[src/rtl/bec_pkg.sv]
package bec_pkg;
    // =====================================================================
    // register addresses
    localparam logic [7:0] ADDR_SOFT_POWERON = 8'h2b;
    localparam logic [7:0] ADDR_FREQ_CONFIG = 8'h2c;
    localparam logic [7:0] ADDR_IRQ_STATUS = 8'h30;
    localparam logic [7:0] ADDR_IRQ_MASK = 8'h31;

    localparam int DATA_W = 64;
    localparam int ADDR_W = 8;

    // =====================================================================
    // soft power-on configuration fields
    localparam int SPO_REQ_COUNT_BIT = 0;
    localparam int SPO_DATA_CHK_DIS_BIT = 1;
    localparam int SPO_RESP_CHK_DIS_BIT = 2;
    localparam int SPO_ADDR_CHK_DIS_BIT = 3;
    localparam int SPO_INIT_MCE_DIS_BIT = 4;
    localparam int SPO_INT_MCE_DIS_BIT = 5;
    localparam int SPO_BUS_INITIALISE_OUT_DRV_DIS_BIT = 6;
    localparam int SPO_W = 7;
    localparam logic [SPO_W-1:0] SPO_RESET = 7'h7c;

    // =====================================================================
    // frequency configuration fields
    localparam logic [3:0] FREQ_NEW_LAYOUT_MODEL = 4'h2;
    localparam int FREQ_SPEED_LSB = 16;
    localparam int FREQ_SPEED_W = 3;
    localparam int FREQ_RATIO_LSB = 24;
    localparam int FREQ_RATIO_W = 8;
    localparam int FREQ_OLD_RATIO_LSB = 24;

    // =====================================================================
    // interrupt status bits
    localparam int EV_DATA_PARITY = 0;
    localparam int EV_RESPONSE = 1;
    localparam int EV_REQUEST = 2;
    localparam int EV_MACHINE_CHECK = 3;
    localparam int EV_BUS_INIT = 4;
    localparam int EV_W = 5;
    localparam logic [EV_W-1:0] EV_ZERO = 5'h00;

    // =====================================================================
    // timing
    localparam int CLK_PERIOD_NS = 10;
    localparam int BUS_INIT_HOLD_NS = 20;
    localparam int BUS_INIT_HOLD_CYC =
        (BUS_INIT_HOLD_NS + CLK_PERIOD_NS - 1) / CLK_PERIOD_NS;
    localparam int HOLD_CNT_W = 4;

    // =====================================================================
    // carriers
    typedef struct packed {
        logic data_parity;
        logic response;
        logic request;
        logic initiator;
        logic internal;
    } bec_err_t;

    typedef struct packed {
        logic [3:0] model;
        logic [FREQ_SPEED_W-1:0] bus_speed;
        logic [FREQ_RATIO_W-1:0] core_ratio;
    } bec_freq_strap_t;
endpackage

[src/rtl/bec_top.sv]
`timescale 1ns/10ps
module bec_top
    import bec_pkg::*;
#(
    parameter int HOLD_CYC = bec_pkg::BUS_INIT_HOLD_CYC
) (
    input wire logic clk,
    input wire logic rst,
    input wire logic [bec_pkg::ADDR_W-1:0] reg_addr,
    input wire logic [bec_pkg::DATA_W-1:0] reg_wdata,
    input wire logic reg_wr,
    input wire logic reg_rd,
    output logic [bec_pkg::DATA_W-1:0] reg_rdata,
    input wire bec_pkg::bec_err_t err_in,
    input wire logic bus_init_req,
    input wire bec_pkg::bec_freq_strap_t freq_strap,
    output bec_pkg::bec_err_t err_checked,
    output logic machine_check_error_out,
    output logic bus_initialise_out,
    output logic bus_initialise_out_oe,
    output logic request_count_encoding_en,
    output logic irq
);
    import bec_pkg::*;

    // =====================================================================
    // register state
    logic [SPO_W-1:0] spo_ff;
    logic [EV_W-1:0] mask_ff;
    logic [DATA_W-1:0] rdata_ff;
    bec_freq_strap_t strap_ff;
    logic strap_taken_ff;
    logic [DATA_W-1:0] freq_word;
    logic [EV_W-1:0] status;
    logic [EV_W-1:0] nxt_clear;
    logic [EV_W-1:0] events;

    wire wr_spo = reg_wr && (reg_addr == ADDR_SOFT_POWERON);
    wire wr_mask = reg_wr && (reg_addr == ADDR_IRQ_MASK);
    wire wr_status = reg_wr && (reg_addr == ADDR_IRQ_STATUS);

    // only the low seven bits are stored; upper bits are dropped on write
    always_ff @(posedge clk or posedge rst) begin
        if (rst) begin
            spo_ff <= SPO_RESET;
        end else if (wr_spo) begin
            spo_ff <= reg_wdata[SPO_W-1:0];
        end
    end

    always_ff @(posedge clk or posedge rst) begin
        if (rst) begin
            mask_ff <= EV_ZERO;
        end else if (wr_mask) begin
            mask_ff <= reg_wdata[EV_W-1:0];
        end
    end

    // =====================================================================
    // strap capture: pins are sampled on the first edge after reset release
    always_ff @(posedge clk or posedge rst) begin
        if (rst) begin
            strap_taken_ff <= 1'b0;
            strap_ff <= '0;
        end else if (!strap_taken_ff) begin
            strap_taken_ff <= 1'b1;
            strap_ff <= freq_strap;
        end
    end

    // older models report only the ratio; the speed field reads as zero
    always_comb begin
        freq_word = '0;
        if (strap_ff.model >= FREQ_NEW_LAYOUT_MODEL) begin
            freq_word[FREQ_SPEED_LSB +: FREQ_SPEED_W] = strap_ff.bus_speed;
            freq_word[FREQ_RATIO_LSB +: FREQ_RATIO_W] = strap_ff.core_ratio;
        end else begin
            freq_word[FREQ_OLD_RATIO_LSB +: FREQ_RATIO_W] = strap_ff.core_ratio;
        end
    end

    // =====================================================================
    // read port: data stand in the cycle after the strobe only
    always_ff @(posedge clk or posedge rst) begin
        if (rst) begin
            rdata_ff <= '0;
        end else if (reg_rd) begin
            unique case (reg_addr)
                ADDR_SOFT_POWERON: rdata_ff <= {{(DATA_W-SPO_W){1'b0}}, spo_ff};
                ADDR_FREQ_CONFIG: rdata_ff <= freq_word;
                ADDR_IRQ_STATUS: rdata_ff <= {{(DATA_W-EV_W){1'b0}}, status};
                ADDR_IRQ_MASK: rdata_ff <= {{(DATA_W-EV_W){1'b0}}, mask_ff};
                default: rdata_ff <= '0;
            endcase
        end else begin
            rdata_ff <= '0;
        end
    end

    assign reg_rdata = rdata_ff;

    // =====================================================================
    // error checking gates
    bec_err_t chk_ff;
    logic mce_ff;

    always_ff @(posedge clk or posedge rst) begin
        if (rst) begin
            chk_ff <= '0;
        end else begin
            chk_ff.data_parity <= err_in.data_parity && !spo_ff[SPO_DATA_CHK_DIS_BIT];
            chk_ff.response <= err_in.response && !spo_ff[SPO_RESP_CHK_DIS_BIT];
            chk_ff.request <= err_in.request && !spo_ff[SPO_ADDR_CHK_DIS_BIT];
            chk_ff.initiator <= err_in.initiator && !spo_ff[SPO_INIT_MCE_DIS_BIT];
            chk_ff.internal <= err_in.internal && !spo_ff[SPO_INT_MCE_DIS_BIT];
        end
    end

    assign err_checked = chk_ff;

    // machine check is fed only by the initiator and internal gates; checked bus errors do not reach it
    always_ff @(posedge clk or posedge rst) begin
        if (rst) begin
            mce_ff <= 1'b0;
        end else begin
            mce_ff <= (err_in.initiator && !spo_ff[SPO_INIT_MCE_DIS_BIT])
                || (err_in.internal && !spo_ff[SPO_INT_MCE_DIS_BIT]);
        end
    end

    assign machine_check_error_out = mce_ff;

    // =====================================================================
    // bus-initialisation driver, held long enough for other agents to see it
    logic [HOLD_CNT_W-1:0] hold_ff;
    logic bus_initialise_out_ff;

    always_ff @(posedge clk or posedge rst) begin
        if (rst) begin
            hold_ff <= '0;
        end else if (bus_init_req && !spo_ff[SPO_BUS_INITIALISE_OUT_DRV_DIS_BIT]) begin
            hold_ff <= HOLD_CNT_W'(HOLD_CYC);
        end else if (hold_ff != '0) begin
            hold_ff <= hold_ff - 1'b1;
        end
    end

    always_ff @(posedge clk or posedge rst) begin
        if (rst) begin
            bus_initialise_out_ff <= 1'b0;
        end else begin
            bus_initialise_out_ff <= !spo_ff[SPO_BUS_INITIALISE_OUT_DRV_DIS_BIT]
                && (bus_init_req || hold_ff > HOLD_CNT_W'(1));
        end
    end

    // the pin is driven only while asserting; otherwise it is released
    assign bus_initialise_out = bus_initialise_out_ff;
    assign bus_initialise_out_oe = bus_initialise_out_ff;

    assign request_count_encoding_en = spo_ff[SPO_REQ_COUNT_BIT];

    // driver level one cycle back, so the status bit marks only a rising edge
    logic bus_initialise_out_prev_ff;

    always_ff @(posedge clk or posedge rst) begin
        if (rst) begin
            bus_initialise_out_prev_ff <= 1'b0;
        end else begin
            bus_initialise_out_prev_ff <= bus_initialise_out_ff;
        end
    end

    // =====================================================================
    // interrupt status
    always_comb begin
        events = EV_ZERO;
        events[EV_DATA_PARITY] = chk_ff.data_parity;
        events[EV_RESPONSE] = chk_ff.response;
        events[EV_REQUEST] = chk_ff.request;
        events[EV_MACHINE_CHECK] = mce_ff;
        events[EV_BUS_INIT] = bus_initialise_out_ff && !bus_initialise_out_prev_ff;
        nxt_clear = wr_status ? reg_wdata[EV_W-1:0] : EV_ZERO;
    end

    bec_sticky #(
        .WIDTH(EV_W)
    ) u_sticky (
        .clk(clk),
        .rst(rst),
        .set_evt(events),
        .clr_w1c(nxt_clear),
        .enable(mask_ff),
        .status(status),
        .irq(irq)
    );
endmodule

[src/rtl/bec_sticky.sv]
`timescale 1ns/10ps
// =====================================================================
// sticky event bits, write-one-to-clear, masked onto one level
module bec_sticky #(
    parameter int WIDTH = 5
) (
    input wire logic clk,
    input wire logic rst,
    input wire logic [WIDTH-1:0] set_evt,
    input wire logic [WIDTH-1:0] clr_w1c,
    input wire logic [WIDTH-1:0] enable,
    output logic [WIDTH-1:0] status,
    output logic irq
);
    logic [WIDTH-1:0] status_ff;

    // set wins over a clear in the same cycle so no event is lost
    always_ff @(posedge clk or posedge rst) begin
        if (rst) begin
            status_ff <= '0;
        end else begin
            status_ff <= (status_ff & ~clr_w1c) | set_evt;
        end
    end

    assign status = status_ff;
    assign irq = |(status_ff & enable);
endmodule

[config.mk]
export PLATFORM = sky130hd
export DESIGN_NAME = bec_top
export DESIGN_NICKNAME = d
export VERILOG_FILES = /design/src/rtl/bec_pkg.sv /design/src/rtl/bec_top.sv /design/src/rtl/bec_sticky.sv
export SDC_FILE = /design/constraint.sdc
export NUM_CORES = 1
export LEC_CHECK = 0
export BUFFER_PORTS_ARGS = -buffer_cell sky130_fd_sc_hd__buf_2
export CAP_MARGIN = 20
export CORE_ASPECT_RATIO = 0.9
export CORE_UTILIZATION = 34
export CTS_BUF_LIST = sky130_fd_sc_hd__clkbuf_4
export DETAILED_ROUTE_END_ITERATION = 8
export HOLD_SLACK_MARGIN = 0.06
export RECOVER_POWER = 100
export SYNTH_ARGS = -nofsm -noshare
export SYNTH_HDL_FRONTEND = slang
export SYNTH_SLANG_ARGS = --single-unit
[constraint.sdc]
create_clock -name clk -period 2.9 [get_ports clk]
set_input_delay 0.145 -clock clk [delete_from_list [all_inputs] [get_ports clk]]
set_output_delay 0.145 -clock clk [all_outputs]
set_load 0.02 [all_outputs]
# Yosys cells after proc, flatten, opt, wreduce, memory -nomap -nowiden
# Cells that the tools add are included.
# W data, S select, Z words.
# totals
mem_bits_rw,0
latch_bits,0
inputBits,97
mem_count,0
ff_bits,109
elab_cells,57
out_inout_bits,74
romBits,0
# op_classes
magnitude_cmp,2
n_reduce_logical,23
multipliers,0
n_eq_ne,4
addsub,1
n_div,0
n_bitwise,4
shift,0
mux,6
# ops
op,count
$pmux W32 S4,1
$mux W64,1
$eq A8 B6 Y1 const B,4
$logic_and A1 B1 Y1,11
$and A5 B5 Y5,2
$mux W4,2
$logic_not A1 Y1,7
$mux W5,1
$not A5 Y5,1
$or A5 B5 Y5,1
$reduce_or A5 Y1,1
$ge A4 B2 Y1 const B,1
$gt A4 B1 Y1 const B,1
$reduce_bool A4 Y1,1
$sub A4 B1 Y4 const B,1
$mux W3,1
$logic_or A1 B1 Y1,2
$reduce_bool A2 Y1,1

# Depth between registers and ports, before layout
# depth
word_depth,6
ltp_mapped,5
mapped_depth_nobuf,5

# Modules after synthesis
# From an unflattened synthesis, not the netlist that was laid out.
# hier_totals
hier_cells,244
area_unflattened_um2,2925.3
# modules_own_cells
module,instances,seq_area_each_um2,cells_per_inst,area_each_um2
bec_top,1,1432.6,225,2718.9
bec_sticky,1,125.1,19,206.4

# Worst setup path after synthesis
# No wires, ideal clock.
# synth_path
path_type,reg2reg
startpoint,reg hold_ff[0]
endpoint,reg hold_ff[1]
t_required_ps,2776
synth_period_minus_slack_ps,1300
path_stages_with_launch,6
n_path_buf,0
t_arrival_ps,1175
setup_ps,124
slack_ps,1600
cell_sequence,dfrtp_1 > inv_1 > ha_1 > nor3b_2 > mux2i_1 > or2_1
# synth_via
elab_chain_cells,3
word_cells_on_any_way,5
classes_between,add/sub (1); mux (2); reduce/logical (2)
# synth_lines
element,line_no,source
start: declaration,bec_top.sv:135,logic [HOLD_CNT_W-1:0] hold_ff;
start signal: assignment,bec_top.sv:142,hold_ff <= HOLD_CNT_W'(HOLD_CYC);
start signal: assignment,bec_top.sv:144,hold_ff <= hold_ff - 1'b1;
$sub A4 B1 Y4,bec_top.sv:144,
$mux W4,bec_top.sv:143,end else if (hold_ff != '0) begin
$mux W4,bec_top.sv:141,end else if (bus_init_req && !spo_ff[SPO_BUS_INITIALISE_OUT_DRV_DIS_BIT]) begin
# Several ways; a longest one is shown, not always the timed one. The select of a mux whose other input is x is not followed.
# A chain may end at the register's enable or synchronous reset.

# Worst setup path after layout
# layout_path
startpoint,in reg_addr[6] (netlist bit)
endpoint,reg spo_ff[1]
# layout_via
elab_chain_cells,2
# layout_lines
element,line_no,source
start: declaration,bec_top.sv:9,"input wire logic [bec_pkg::ADDR_W-1:0] reg_addr,"
$eq A8 B6 Y1,bec_top.sv:38,wire wr_spo = reg_wr && (reg_addr == ADDR_SOFT_POWERON);
$logic_and A1 B1 Y1,bec_top.sv:38,
end signal: assignment,bec_top.sv:47,spo_ff <= reg_wdata[SPO_W-1:0];
end: declaration,bec_top.sv:28,logic [SPO_W-1:0] spo_ff;
# Every way passes these cells.

==> impl_metrics.ini <==
[status]
status = finished with violations
failed_checks = max-capacitance violations, max-slew violations

[job]
maxCapViolations = 1

[cells_and_area]
nets = 424
final_cell_area_sq_mm = 0.00349
register_area_sq_mm = 0.00156
syn2layout_area_growth_pct = 18.4
multiInputGateArea_sq_mm = 0.00105
num_antenna_cells = 0
finalNonFillerCells = 444
fillers = 836
layout-drive-gt1-share = 0.234

[floorplan]
rows = 31
io_pins = 171
die_y_um = 90.4
dieArea_sq_mm = 0.00905
die_width_um = 100
core_sq_mm = 0.00822
start_util = 0.359

[worst_setup_path]
cpPeakStageDelay_ns = 0.53
cp_top_family = simple AND/OR/NAND/NOR gates
cp_slowest_cell = dlygate4sd3_1
path_class = input port to flop
crit_fanout = 7
arrival_ns = 2.20
worstPathRequired_ns = 3.17
cp.buffers_inverters = 2
end_kind = flop
path_cells = dlygate4sd3_1, clkbuf_1, and4bb_1, nand3_1, mux2_1
startpoint_type = input port

[route]
remaining_drc_errors = 0
routedWlPerCell_um = 12.3
dr.pass1.iters = 4
wirelength_mm = 5.46
drtIter0Drc = 90
vias = 1860
drtAntennaViolNets = 0
vias_per_cell = 4.19

[synth]
yosysUniqueCellTypes = 36
ys_seq_elements = 62
ys_warn_count = 0
synthCells = 226
synth_common_cells = dfrtp_1 (57), buf_4 (48), mux2_2 (20), mux2_4 (12), nor2_1 (11)
ys_seq_area_frac = 0.528
synth_area_per_cell_sq_um = 13.1
async_flop_share = 1.00
synthTopCellsByArea = dfrtp_1 (48%), buf_4 (12%), mux2_2 (7.6%)
synth_top_cell_by_area = dfrtp_1
netlist_area_sq_mm = 0.00295
netlist.area_leader.share = 0.483
synth_edf_count = 0
synthFlopType = dfrtp_1
yosysMostFrequentCell = dfrtp_1

[cts]
clock-sinks = 62
cts_root_buf = clkbuf_4
cts_made_buffers = 9
h-tree-depth = 3
clockBufferDepth = 2
cts_tree = yes
post_cts_buffers = 0
clkSlewWorstSetupHoldPaths_ns = 0.09
clock_latency_ns = 0.39

[grt]
antenna_found_initial = 0
grtUsageTotal = 0.128
grt_max_degree = 63
grt_overflow_total = 0
grt_pass1_wl_mm = 8.80
grt_pass1_vias = 1780

[timing]
maxSlewHeadroom = -0.0166
final-max-slew-violation-count = 63
fin_tns_setup_ns = 0
fmax_mhz = 519
rsz0062_at_grt = false
fin_skew_ns = 0.0107
period_needed_ns = 1.93
hold_viol_final = 0
finalCritPeriodShare = 0.664
tightest_slew_ns = 1.52
setup_viol = 0

[pwr]
power.density_mw_per_mm2 = 535
peakVddDrop_mv = 0.190
power_mw = 1.87
power_leakage_nw = 1.65

[placed_design]
placed_area_sq_mm = 0.00319
dp.cells = 399
dp.final_hpwl_mm = 3.69
globalplace.congestion = 0.703
numPortBuffers = 66

[min_path]
min_path_type = input port to flop
==> layer usage <==
metal / track usage / vias up / part of all wire
li1: - / 875 / -
met1: 0.168 / 912 / 0.47
met2: 0.198 / 67 / 0.47
met3: 0.0534 / 6 / 0.057
met4: 0.0290 / 0 / 0.0084
met5: 0 / - / 0
==> sequential cells by signal, indices dropped and copies added (netlist names) <==
| name | count |
|---|---|
| reg_rdata | 18 |
| freq_word | 8 |
| spo_ff | 7 |
| strap_ff | 6 |
| err_checked | 5 |
| mask_ff | 5 |
| u_sticky.status | 5 |
| hold_ff | 4 |
| bus_initialise_out | 1 |
| bus_initialise_out_prev_ff | 1 |
| machine_check_error_out | 1 |
| strap_taken_ff | 1 |
==> cells by family after synthesis <==
family	share of synthesized area
XOR/XNOR	0.00297
adder cells (fa/ha/maj)	0.00848
other	0.00255
multiplexers	0.144
flip-flops	0.528
AND/OR/NAND/NOR	0.134
buffers and inverters	0.145
AO/OA/AOI/OAI	0.0339
==> final timing paths <==
kind | from | end | slack [ns] | cells after the start
setup / recovery | reg_addr[6] | spo_ff[1] | 0.97 | 5
hold / removal | reg_addr[2] | reg_rdata[4] | 0.20 | 4
setup reg to reg | hold_ff[0] | hold_ff[1] | 1.34 | 5
hold reg to reg | bus_initialise_out | bus_initialise_out_prev_ff | 0.46 | 0
max in group asynchronous | rst | err_checked[3] | 1.19 | 4
min in group asynchronous | rst | strap_ff[13] | 0.79 | 4
==> final cells by class <==
class	count	share of cell area
Sequential cell	62	0.446
Multi-Input combinational cell	150	0.300
Timing Repair Buffer	98	0.173
Tap cell	115	0.0412
Clock buffer	10	0.0215
Clock inverter	5	0.0147
Inverter	4	0.00430
==> report_power, final <==
| part | switching [mW] | total, mW | internal, mW |
|---|---|---|---|
| Combinational | 0.189 | 0.332 | 0.142 |
| Sequential | 0.0453 | 0.974 | 0.929 |
| Clock | 0.300 | 0.562 | 0.262 |
| Total | 0.535 | 1.87 | 1.33 |
==> placed cells by master (no fill, tap or decap), types with 2 or more instances in the layout <==
| cell | synthesis | layout |
|---|---|---|
| mux2_4 | 12 | 2 |
| nand4b_1 | 5 | 5 |
| nor3_1 | 3 | 3 |
| conb_1 | 2 | 47 |
| and2_0 | 0 | 5 |
| a21o_1 | 4 | 4 |
| mux2_1 | 0 | 10 |
| a32oi_1 | 5 | 5 |
| clkinv_2 | 0 | 2 |
| nand4bb_1 | 1 | 2 |
| dlygate4sd3_1 | 0 | 30 |
| inv_1 | 4 | 3 |
| nand3_1 | 0 | 2 |
| nor2_1 | 11 | 11 |
| buf_2 | 2 | 37 |
| and2_1 | 9 | 4 |
| and4bb_1 | 2 | 2 |
| clkbuf_1 | 2 | 30 |
| clkinv_1 | 0 | 2 |
| nor2b_1 | 6 | 6 |
| mux2_2 | 20 | 20 |
| dfrtp_1 | 57 | 57 |
| nand2_1 | 3 | 3 |
| and3_1 | 5 | 5 |
| mux2i_1 | 2 | 2 |
| clkbuf_4 | 0 | 10 |
| ha_1 | 2 | 2 |
| dfstp_1 | 0 | 4 |
==> tightest hold or removal path: stages <==
cell and delay [ns]:
buf_2 0.12, nor4b_4 0.09, a32oi_1 0.15, nor2_1 0.05
==> timing repair <==
item                      4_1_cts  5_1_grt
hold endpoints to repair       94        0
hold buffers                   30        0
gates resized for setup         0        0
==> stage by stage <==
stage / setup slack (ns) / hold WS, ns / utilization
floorplan: 1.22 / 0.281 / -
global placement: 1.22 / 0.370 / 0.388
detailed placement: 1.22 / 0.375 / 0.388
CTS: 1.17 / 0.0927 / 0.440
global route: 0.841 / 0.176 / 0.425
finish: 0.974 / 0.203 / 0.425
No activity file was read; power rests on OpenSTA's default activity.
